**src/logic/ddp_pkg.sv**
```systemverilog
package ddp_pkg;
  // Special-register addresses
  localparam logic [7:0] ADDR_PTR0_LO = 8'h82;
  localparam logic [7:0] ADDR_PTR0_HI = 8'h83;
  localparam logic [7:0] ADDR_PTR1_LO = 8'h84;
  localparam logic [7:0] ADDR_PTR1_HI = 8'h85;
  localparam logic [7:0] ADDR_CONFIG = 8'hA2;

  // Pointer configuration field positions
  localparam int CFG_SEL_BIT = 0;
  localparam int CFG_SIG_BIT = 3;
  localparam int CFG_DEC0_BIT = 4;
  localparam int CFG_UPD0_BIT = 6;

  // Reset values and masks
  localparam logic [7:0] CFG_RESET = 8'h00;
  localparam logic [7:0] CFG_WR_MASK = 8'hF9;
  localparam logic [15:0] PTR_RESET = 16'h0000;
  localparam logic [7:0] RD_UNMAPPED = 8'h00;
  localparam logic [7:0] SWAP_PREFIX = 8'hA5;

  // Pointer-operand instruction requests from the CPU
  typedef enum logic [2:0] {
    DDP_OP_NONE = 3'b000,
    DDP_OP_LOAD = 3'b001,
    DDP_OP_INC = 3'b010,
    DDP_OP_EXTERNAL_DATA_MOVE = 3'b011,
    DDP_OP_CODE_SPACE_READ = 3'b100,
    DDP_OP_JMP = 3'b101
  } ddp_op_t;

  typedef struct packed {
    ddp_op_t op;
    logic swap;
    logic [7:0] acc;
    logic [15:0] data;
  } ddp_inst_t;

  // Memory address issued for a pointer access
  typedef struct packed {
    logic sig;
    logic code;
    logic [15:0] addr;
  } ddp_acc_t;

  // Register-side access
  typedef struct packed {
    logic wrEn;
    logic rdEn;
    logic [7:0] addr;
    logic [7:0] wrData;
  } ddp_sfr_t;
endpackage

```
**src/logic/ddp_ptr_step.sv**
```systemverilog
`timescale 1ns/1ps
module ddp_ptr_step
  import ddp_pkg::*;
(
  // Pointer in
  input wire logic [15:0] cur,
  input wire logic dec,
  // Stepped pointer out
  output logic [15:0] stepped
);
  // Full 16-bit step, wraps modulo 65536
  assign stepped = dec ? cur - 16'h0001 : cur + 16'h0001; // see RULE13
endmodule

```
**src/logic/ddp_unit.sv**
```systemverilog
`timescale 1ns/1ps
// Functional notes
// (RULE1) Two 16-bit pointers at 82H/83H, 84H/85H
// (RULE2) Select bit picks pointer for operand
// (RULE3) Pointer bytes readable, writable at any time
// (RULE4) Config bit 2 always zero
// (RULE5) Swap prefix inverts select for one instruction
// (RULE6) Indirect jump ignores swap prefix
// (RULE7) Decrement bit turns increment into decrement
// (RULE8) Decrement bit follows resolved target pointer
// (RULE9) Update bit enables post-access pointer step
// (RULE10) Post-access step direction follows decrement bit
// (RULE11) Signature enable steers accesses to signature
// (RULE12) Reset clears configuration register
// (RULE13) Steps wrap modulo 65536 with carry
module ddp_unit
  import ddp_pkg::*;
(
  // Clock and reset
  input wire logic core_clk,
  input wire logic arst_n,
  // Special-register access
  input wire ddp_sfr_t sfrReq,
  output logic [7:0] sfrRdData,
  output logic sfrRdValid,
  // Pointer instruction request
  input wire logic instValid,
  input wire ddp_inst_t inst,
  // Memory access request
  output logic accValid,
  output ddp_acc_t acc,
  // Current state
  output logic [15:0] activePtr,
  output logic [7:0] pointerConfig
);

  // Address hit test, used by the write decoder and the byteRead_a check; the read mux uses a case
  function automatic logic regHit(input logic [7:0] a,
                                  input logic [7:0] off);
    regHit = (a == off);
  endfunction

  logic [15:0] ptr_r [2];
  logic [15:0] ptr_nxt [2];
  logic [15:0] stepped [2];
  logic [7:0] cfg_r;
  logic [7:0] cfg_nxt;
  logic [7:0] rdData_r;
  logic [7:0] rdData_nxt;
  logic rdValid_r;
  logic accValid_r;
  logic accValid_nxt;
  ddp_acc_t acc_r;
  ddp_acc_t acc_nxt;

  // Request decode
  wire logic selBit = cfg_r[CFG_SEL_BIT];
  wire logic isJmp = instValid && (inst.op == DDP_OP_JMP);
  wire logic isInc = instValid && (inst.op == DDP_OP_INC);
  wire logic isLoad = instValid && (inst.op == DDP_OP_LOAD);
  wire logic isMovx = instValid && (inst.op == DDP_OP_EXTERNAL_DATA_MOVE);
  wire logic isMovc = instValid && (inst.op == DDP_OP_CODE_SPACE_READ);
  wire logic isMem = isMovx || isMovc;
  wire logic swapOk = inst.swap && !isJmp; // see RULE6
  wire logic tgtSel = selBit ^ swapOk; // see RULE2 see RULE5
  wire logic tgtDec = cfg_r[CFG_DEC0_BIT + int'(tgtSel)]; // see RULE8
  wire logic tgtUpd = cfg_r[CFG_UPD0_BIT + int'(tgtSel)];
  wire logic [15:0] tgtPtr = ptr_r[tgtSel];
  wire logic [15:0] offPtr = tgtPtr + {8'h00, inst.acc};

  // Register write decode
  wire logic wrCfg = sfrReq.wrEn && regHit(sfrReq.addr, ADDR_CONFIG);
  wire logic [3:0] wrByte = {
    sfrReq.wrEn && regHit(sfrReq.addr, ADDR_PTR1_HI),
    sfrReq.wrEn && regHit(sfrReq.addr, ADDR_PTR1_LO),
    sfrReq.wrEn && regHit(sfrReq.addr, ADDR_PTR0_HI),
    sfrReq.wrEn && regHit(sfrReq.addr, ADDR_PTR0_LO)
  };

  // Per-pointer step logic and next value
  generate
    for (genvar i = 0; i < 2; i++) begin : gPtr
      wire logic hitMe = (tgtSel == 1'(i));
      wire logic stepMe = hitMe && (isInc || (isMem && tgtUpd));

      ddp_ptr_step uStep (
        .cur(ptr_r[i]),
        .dec(cfg_r[CFG_DEC0_BIT + i]), // see RULE7 see RULE10
        .stepped(stepped[i])
      );

      // Register writes win over a same-cycle instruction update
      always_comb begin
        if (wrByte[2*i]) begin
          ptr_nxt[i] = {ptr_r[i][15:8], sfrReq.wrData}; // see RULE3
        end else if (wrByte[2*i+1]) begin
          ptr_nxt[i] = {sfrReq.wrData, ptr_r[i][7:0]}; // see RULE1
        end else if (hitMe && isLoad) begin
          ptr_nxt[i] = inst.data;
        end else if (stepMe) begin
          ptr_nxt[i] = stepped[i]; // see RULE9
        end else begin
          ptr_nxt[i] = ptr_r[i];
        end
      end

      always_ff @(posedge core_clk or negedge arst_n) begin
        if (!arst_n) begin
          ptr_r[i] <= PTR_RESET;
        end else begin
          ptr_r[i] <= ptr_nxt[i];
        end
      end
    end
  endgenerate

  // Config write keeps bits 2 and 1 at zero
  assign cfg_nxt = wrCfg ? (sfrReq.wrData & CFG_WR_MASK) : cfg_r; // see RULE4

  // Register read mux
  always_comb begin
    case (sfrReq.addr)
      ADDR_PTR0_LO: rdData_nxt = ptr_r[0][7:0];
      ADDR_PTR0_HI: rdData_nxt = ptr_r[0][15:8];
      ADDR_PTR1_LO: rdData_nxt = ptr_r[1][7:0]; // see RULE3
      ADDR_PTR1_HI: rdData_nxt = ptr_r[1][15:8];
      ADDR_CONFIG: rdData_nxt = cfg_r;
      default: rdData_nxt = RD_UNMAPPED;
    endcase
  end

  // Memory access address and target space
  always_comb begin
    acc_nxt.sig = cfg_r[CFG_SIG_BIT] && isMem; // see RULE11
    acc_nxt.code = isMovc || isJmp;
    acc_nxt.addr = (isMovc || isJmp) ? offPtr : tgtPtr;
    if (isJmp) begin
      acc_nxt.addr = ptr_r[selBit] + {8'h00, inst.acc}; // see RULE6
    end
  end
  assign accValid_nxt = isMem || isJmp;

  // Config, read and access registers
  always_ff @(posedge core_clk or negedge arst_n) begin
    if (!arst_n) begin
      cfg_r <= CFG_RESET; // see RULE12
      rdData_r <= RD_UNMAPPED;
      rdValid_r <= 1'b0;
      accValid_r <= 1'b0;
      acc_r <= '0;
    end else begin
      cfg_r <= cfg_nxt;
      rdData_r <= sfrReq.rdEn ? rdData_nxt : rdData_r;
      rdValid_r <= sfrReq.rdEn;
      accValid_r <= accValid_nxt;
      acc_r <= accValid_nxt ? acc_nxt : acc_r;
    end
  end

  // Outputs
  assign sfrRdData = rdData_r;
  assign sfrRdValid = rdValid_r;
  assign accValid = accValid_r;
  assign acc = acc_r;
  assign activePtr = ptr_r[selBit];
  assign pointerConfig = cfg_r;

  // Checks
  wire logic noWr = !sfrReq.wrEn;

  cfgFixed_a: assert property ( // see RULE4
    @(posedge core_clk) disable iff (!arst_n)
    cfg_r[2:1] == 2'b00)
    else $error("config bits 2..1 not zero");

  swapKeep_a: assert property ( // see RULE5
    @(posedge core_clk) disable iff (!arst_n)
    instValid && inst.swap && noWr |=> $stable(cfg_r[CFG_SEL_BIT]))
    else $error("swap prefix changed stored select");

  swapAddr_a: assert property ( // see RULE5
    @(posedge core_clk) disable iff (!arst_n)
    isMovx && inst.swap |=>
      acc_r.addr == $past(ptr_r[!cfg_r[CFG_SEL_BIT]]))
    else $error("swap access used wrong pointer");

  jmpSel_a: assert property ( // see RULE6
    @(posedge core_clk) disable iff (!arst_n)
    isJmp |=> accValid_r && acc_r.addr ==
      $past(ptr_r[cfg_r[CFG_SEL_BIT]] + {8'h00, inst.acc}))
    else $error("jump used wrong pointer");

  incDir_a: assert property ( // see RULE7
    @(posedge core_clk) disable iff (!arst_n)
    isInc && noWr |=> ptr_r[$past(tgtSel)] ==
      ($past(tgtDec) ? $past(tgtPtr) - 16'h0001
                     : $past(tgtPtr) + 16'h0001))
    else $error("increment direction wrong");

  noUpd_a: assert property ( // see RULE9
    @(posedge core_clk) disable iff (!arst_n)
    isMem && !tgtUpd && noWr |=> $stable(ptr_r[0]) && $stable(ptr_r[1]))
    else $error("pointer moved without update bit");

  postStep_a: assert property ( // see RULE10
    @(posedge core_clk) disable iff (!arst_n)
    isMem && tgtUpd && noWr |=> ptr_r[$past(tgtSel)] ==
      ($past(tgtDec) ? $past(tgtPtr) - 16'h0001
                     : $past(tgtPtr) + 16'h0001))
    else $error("post-access step wrong");

  sigSteer_a: assert property ( // see RULE11
    @(posedge core_clk) disable iff (!arst_n)
    isMem |=> acc_r.sig == $past(cfg_r[CFG_SIG_BIT]))
    else $error("signature steering wrong");

  byteRead_a: assert property ( // see RULE3
    @(posedge core_clk) disable iff (!arst_n)
    sfrReq.rdEn && regHit(sfrReq.addr, ADDR_PTR1_HI) |=>
      sfrRdValid && sfrRdData == $past(ptr_r[1][15:8]))
    else $error("pointer byte read wrong");

  byteWrite_a: assert property ( // see RULE1
    @(posedge core_clk) disable iff (!arst_n)
    wrByte[0] |=> ptr_r[0][7:0] == $past(sfrReq.wrData))
    else $error("pointer byte write lost");

  selAddr_a: assert property ( // see RULE2
    @(posedge core_clk) disable iff (!arst_n)
    isMovx && !inst.swap |=>
      acc_r.addr == $past(ptr_r[cfg_r[CFG_SEL_BIT]]))
    else $error("plain access used wrong pointer");

  loadTgt_a: assert property ( // see RULE2
    @(posedge core_clk) disable iff (!arst_n)
    isLoad && noWr |=> ptr_r[$past(tgtSel)] == $past(inst.data))
    else $error("load went to wrong pointer");

  cfgWrite_a: assert property ( // see RULE4
    @(posedge core_clk) disable iff (!arst_n)
    wrCfg |=> cfg_r == ($past(sfrReq.wrData) & CFG_WR_MASK))
    else $error("config write not masked");

  cfgHold_a: assert property ( // see RULE5
    @(posedge core_clk) disable iff (!arst_n)
    !wrCfg |=> $stable(cfg_r))
    else $error("config changed without write");

  swapInc_a: assert property ( // see RULE5
    @(posedge core_clk) disable iff (!arst_n)
    isInc && inst.swap && noWr |=>
      (cfg_r[CFG_SEL_BIT] ? $stable(ptr_r[1]) : $stable(ptr_r[0])))
    else $error("swap increment moved stored pointer");

  decOwn_a: assert property ( // see RULE8
    @(posedge core_clk) disable iff (!arst_n)
    isInc && noWr && tgtSel |=> ptr_r[1] ==
      ($past(cfg_r[CFG_DEC0_BIT + 1]) ? $past(ptr_r[1]) - 16'h0001
                                      : $past(ptr_r[1]) + 16'h0001))
    else $error("pointer one used wrong decrement bit");

  jmpHold_a: assert property ( // see RULE6
    @(posedge core_clk) disable iff (!arst_n)
    isJmp && noWr |=> $stable(ptr_r[0]) && $stable(ptr_r[1]))
    else $error("jump moved a pointer");

  sigClear_a: assert property ( // see RULE11
    @(posedge core_clk) disable iff (!arst_n)
    (isMem && !cfg_r[CFG_SIG_BIT]) || isJmp |=> !acc_r.sig)
    else $error("access steered to signature");

  rdPulse_a: assert property ( // see RULE3
    @(posedge core_clk) disable iff (!arst_n)
    sfrRdValid == $past(sfrReq.rdEn))
    else $error("read valid not one cycle after strobe");

  accPulse_a: assert property ( // see RULE9
    @(posedge core_clk) disable iff (!arst_n)
    accValid == $past(isMem || isJmp))
    else $error("access valid not one cycle after request");

  resetCfg_a: assert property ( // see RULE12
    @(posedge core_clk)
    $rose(arst_n) |-> cfg_r == CFG_RESET)
    else $error("config not cleared by reset");

  resetPtr_a: assert property ( // see RULE1
    @(posedge core_clk)
    $rose(arst_n) |-> ptr_r[0] == PTR_RESET && ptr_r[1] == PTR_RESET)
    else $error("pointers not cleared by reset");

  wrapUp_a: assert property ( // see RULE13
    @(posedge core_clk) disable iff (!arst_n)
    isInc && noWr && !tgtDec && tgtPtr == 16'hFFFF |=>
      ptr_r[$past(tgtSel)] == 16'h0000)
    else $error("increment did not wrap to zero");

  wrapDown_a: assert property ( // see RULE13
    @(posedge core_clk) disable iff (!arst_n)
    isInc && noWr && tgtDec && tgtPtr == 16'h0000 |=>
      ptr_r[$past(tgtSel)] == 16'hFFFF)
    else $error("decrement did not wrap to all ones");
endmodule

```
**config.mk**
```make
export PLATFORM = sky130hd
export DESIGN_NAME = ddp_unit
export DESIGN_NICKNAME = d
export VERILOG_FILES = /design/src/logic/ddp_pkg.sv /design/src/logic/ddp_ptr_step.sv /design/src/logic/ddp_unit.sv
export SDC_FILE = /design/constraint.sdc
export NUM_CORES = 1
export LEC_CHECK = 0
export BUFFER_PORTS_ARGS = -buffer_cell sky130_fd_sc_hd__buf_2
export CORE_MARGIN = 2
export CORE_UTILIZATION = 25
export CTS_CLUSTER_DIAMETER = 200
export DETAILED_ROUTE_END_ITERATION = 10
export PLACE_DENSITY = 0.44
export SYNTH_ARGS = -nofsm -noshare
export SYNTH_HDL_FRONTEND = slang
export SYNTH_SLANG_ARGS = --single-unit
```
**constraint.sdc**
```tcl
create_clock -name core_clk -period 8.95 [get_ports core_clk]
set_clock_uncertainty 0.2 [all_clocks]
set_input_delay 1.79 -clock core_clk [delete_from_list [all_inputs] [get_ports core_clk]]
set_output_delay 1.79 -clock core_clk [all_outputs]
set_load 0.05 [all_outputs]
```
==> impl_metrics.toml <==
[power]
pwr-share-clk_pct = 18.4
p_per_area_nw_per_um2 = 279
internal-power_mw = 1.07
vdd_drop_max_mv = 0.141
p_leak_nw = 3.37
switching_share_pct = 50.2
pwr-share-seq_pct = 25.5
combPwrFrac_pct = 56.1
power.switching_mw = 1.07

[placed_design]
dpl.hpwl_um = 20200
place.gp.congestion = 0.868
post-place-ws_ns = 3.00
portBuffers = 98

[route]
drt_iter0_drc = 431
viasPerCell = 5.35
first_pass_iters = 5
ant_nets = 0
drc = 0
finalWirelength_um = 26000
vias = 6547
post_drt_wl_per_cell_um = 21.2

[timing]
grt_setup_unrepaired = "false"
hold_violations = 0
slew_headroom_pct = 34.3
worstMarginPinSlew_ns = 0.985
period_minus_slack_ns = 5.62
fmax_ghz = 0.178
finalSetupViolCount = 0
setup_tns_ns = 0
fin_crit_sh_pct = 62.8
setup_ws_ns = 3.33
drv_slew = 0

[synth]
synth-simple-area-share_pct = 19.9
ys.flop_type = "dfrtp_1"
synth-compound-area-share_pct = 26.3
syn_area_um2 = 6570
synth-edff-count = 0
async_flop_share_pct = 100
synthCells = 803
synth_area_per_cell_um2 = 8.18
synth_fa_ha_area_share_pct = 9.79
synth_mux_area_share_pct = 7.47
yosysSeqAreaShare_pct = 25.1
synth_top_family_by_area = "compound AO/OA/AOI/OAI gates"
ys_seq_elements = 66
ys_types = 74
synth_warnings = 0
synth_xor_area_share_pct = 6.93

[clocking]
cts_hold_buffers = 0
htree_levels = 3
worstSkewPairLatency_ns = 0.34
clkSlewWorstSetupHoldPaths_ns = 0.06
cts_setup_buffers = 0
cts_sinks = 66
numCtsBuffers = 9
tritoncts = "yes"
clock_path_buffers = 2
root_buffer = "clkbuf_16"
ctsResizeCount = 0

[cells_and_area]
final_cell_mix = "nand2_1 (111), buf_2 (98), o21ai_0 (67)"
syn2layout_area_growth_pct = 16.8
n_antenna_cell = 0
fin_nets = 981
layout_commonest_cell = "nand2_1"
layout-drive-gt1-share_pct = 17.8

[status]
status = "complete, no violations"

[setup_path]
crit_top_cell = "nand2_1"
startpoint_type = "input pin"
crit_start = "inst[25]"
cp_data_required_time_ns = 8.96
crit_path_max_fanout = 18
cp_data_arrival_time_ns = 5.63
worstRegToRegCells = 14
path_buf_inv = 2
crit_family = "simple AND/OR/NAND/NOR gates"
crit_path_cell_trace = "buf_2, and4b_4, or3_4, and2_1, nand2_1, nand2_1, ha_1, inv_1, fa_1, nand2b_1, a21o_1, a31oi_4, nand3_1, xnor2_1, a221oi_1, a2bb2oi_1"
cp-end-kind = "register"
cpMaxStageDelayCell = "and2_1"
crit_end = "acc[12]$_DFFE_PN0P_"
path_class = "input pin to register"
rr_startpoint = "pointerConfig[0]$_DFFE_PN0P_"
crit_cells = 16
r2r_slack_ns = 5.03
critPathMaxStageDelay_ns = 0.66
timing.rr.end = "acc[12]$_DFFE_PN0P_"

[global_routing]
grt_usage_pct = 18.7
grt_pass1_vias = 6256
grt_max_degree = 67
antenna_found_initial = 1
grt_first_pass_wirelength_um = 39600
overflow = 0

[die]
io_pins = 101
dieArea_um2 = 27600
start_util_pct = 25.4
rows = 59
core_um2 = 25900
die_w_um = 166
die_y_um = 166

[flow_run]
timing.max_cap.violations = 0

[min_path]
hold_class = "register to register"
registers in the layout (all words and copies together), names as in the netlist:
signal and count:
ptr_r 32, acc 18, sfrRdData 8, pointerConfig 6, accValid 1, sfrRdValid 1
worst min path at each step:
stage | start | end | cells after the start
2_1_floorplan | ptr_r[31]$_DFFE_PN0P_ | ptr_r[31]$_DFFE_PN0P_ | 2
3_3_place_gp | acc[1]$_DFFE_PN0P_ | acc[1]$_DFFE_PN0P_ | 2
3_5_place_dp | acc[17]$_DFFE_PN0P_ | acc[17]$_DFFE_PN0P_ | 2
4_1_cts | acc[17]$_DFFE_PN0P_ | acc[17]$_DFFE_PN0P_ | 2
5_1_grt | acc[5]$_DFFE_PN0P_ | acc[5]$_DFFE_PN0P_ | 2
6_report | acc[17]$_DFFE_PN0P_ | acc[17]$_DFFE_PN0P_ | 2
per-layer routing:
layer	global-route usage (%)	routed length [um]	share of wire (%)
met1	25.9	12300	48
met2	30.1	11800	45
met3	2.60	1230	4.7
met4	6.16	629	2.4
met5	0	13	0.050
cell families (layout without fill, tap and decap cells):
group           Yosys count  count (layout)
fa+ha+maj                49              49
compound gates          266             266
buf+inv                  59             143
flops                    66              66
simple gates            264             264
other cells               1               2
xor+xnor                 52              52
mux                      46              46
power groups by stage:
| stage | Clock (mW) | Sequential [mW] | Combinational [mW] |
|---|---|---|---|
| after floorplan | 0 | 0.583 | 0.803 |
| final | 0.393 | 0.546 | 1.20 |
| after global routing | 0.411 | 0.556 | 1.31 |
| after detailed placement | 0 | 0.549 | 1.19 |
| after global placement | 0 | 0.552 | 1.20 |
| after CTS | 0.403 | 0.545 | 1.20 |
Yosys cell counts, types with 5 or more instances:
cell	instances	area (um2)
nand2_1	111	417
o21ai_0	67	335
dfrtp_1	66	1650
a21oi_1	61	305
nor2_1	60	225
ha_1	45	563
xnor2_1	31	272
mux2i_1	25	250
o211ai_1	24	180
nand3_1	22	110
xor2_1	21	184
clkbuf_1	19	71.3
mux2_2	19	214
inv_1	18	67.6
a21o_1	15	113
a221oi_1	12	105
a211oi_1	11	82.6
buf_2	11	55.1
a221o_1	9	90.1
a22oi_1	9	67.6
a31oi_1	9	56.3
and3_1	8	50.1
nand2b_1	8	50.1
nand4_1	8	50.1
buf_4	7	52.6
o21ai_1	6	30.0
or3_1	6	37.5
and2_1	5	31.3
o21a_1	5	37.5
per-stage QoR:
step	cells	util (%)	area (um2)	hold WS, ns	power [mW]
4_1_cts	1223	29.6	7670	0.270	2.15
3_5_place_dp	1207	28.3	7340	0.256	1.74
6_report	1223	29.6	7670	0.267	2.14
2_1_floorplan	804	-	6570	0.322	1.39
5_1_grt	1223	29.6	7670	0.305	2.28
3_3_place_gp	1207	28.3	7340	0.266	1.75
area by class of cell:
cell class | count | area, um2
tap | 335 | 419
inverter | 19 | 71.3
timing repair buffer | 108 | 566
fill | 2808 | 18200
clock buffer | 13 | 280
clock inverter | 3 | 45.0
multi-input combinational | 679 | 4640
sequential | 66 | 1650
worst register-to-register path, cell delays in order, from the launching register on:
cell and delay, ns:
dfrtp_1 0.48, o21ai_0 0.18, and2_1 0.72, nand2_1 0.12, nand2_1 0.12, ha_1 0.18
inv_1 0.06, fa_1 0.39, nand2b_1 0.18, a21o_1 0.21, a31oi_4 0.29, nand3_1 0.14
xnor2_1 0.15, a221oi_1 0.29, a2bb2oi_1 0.11
Power figures use the tool's default switching activity.
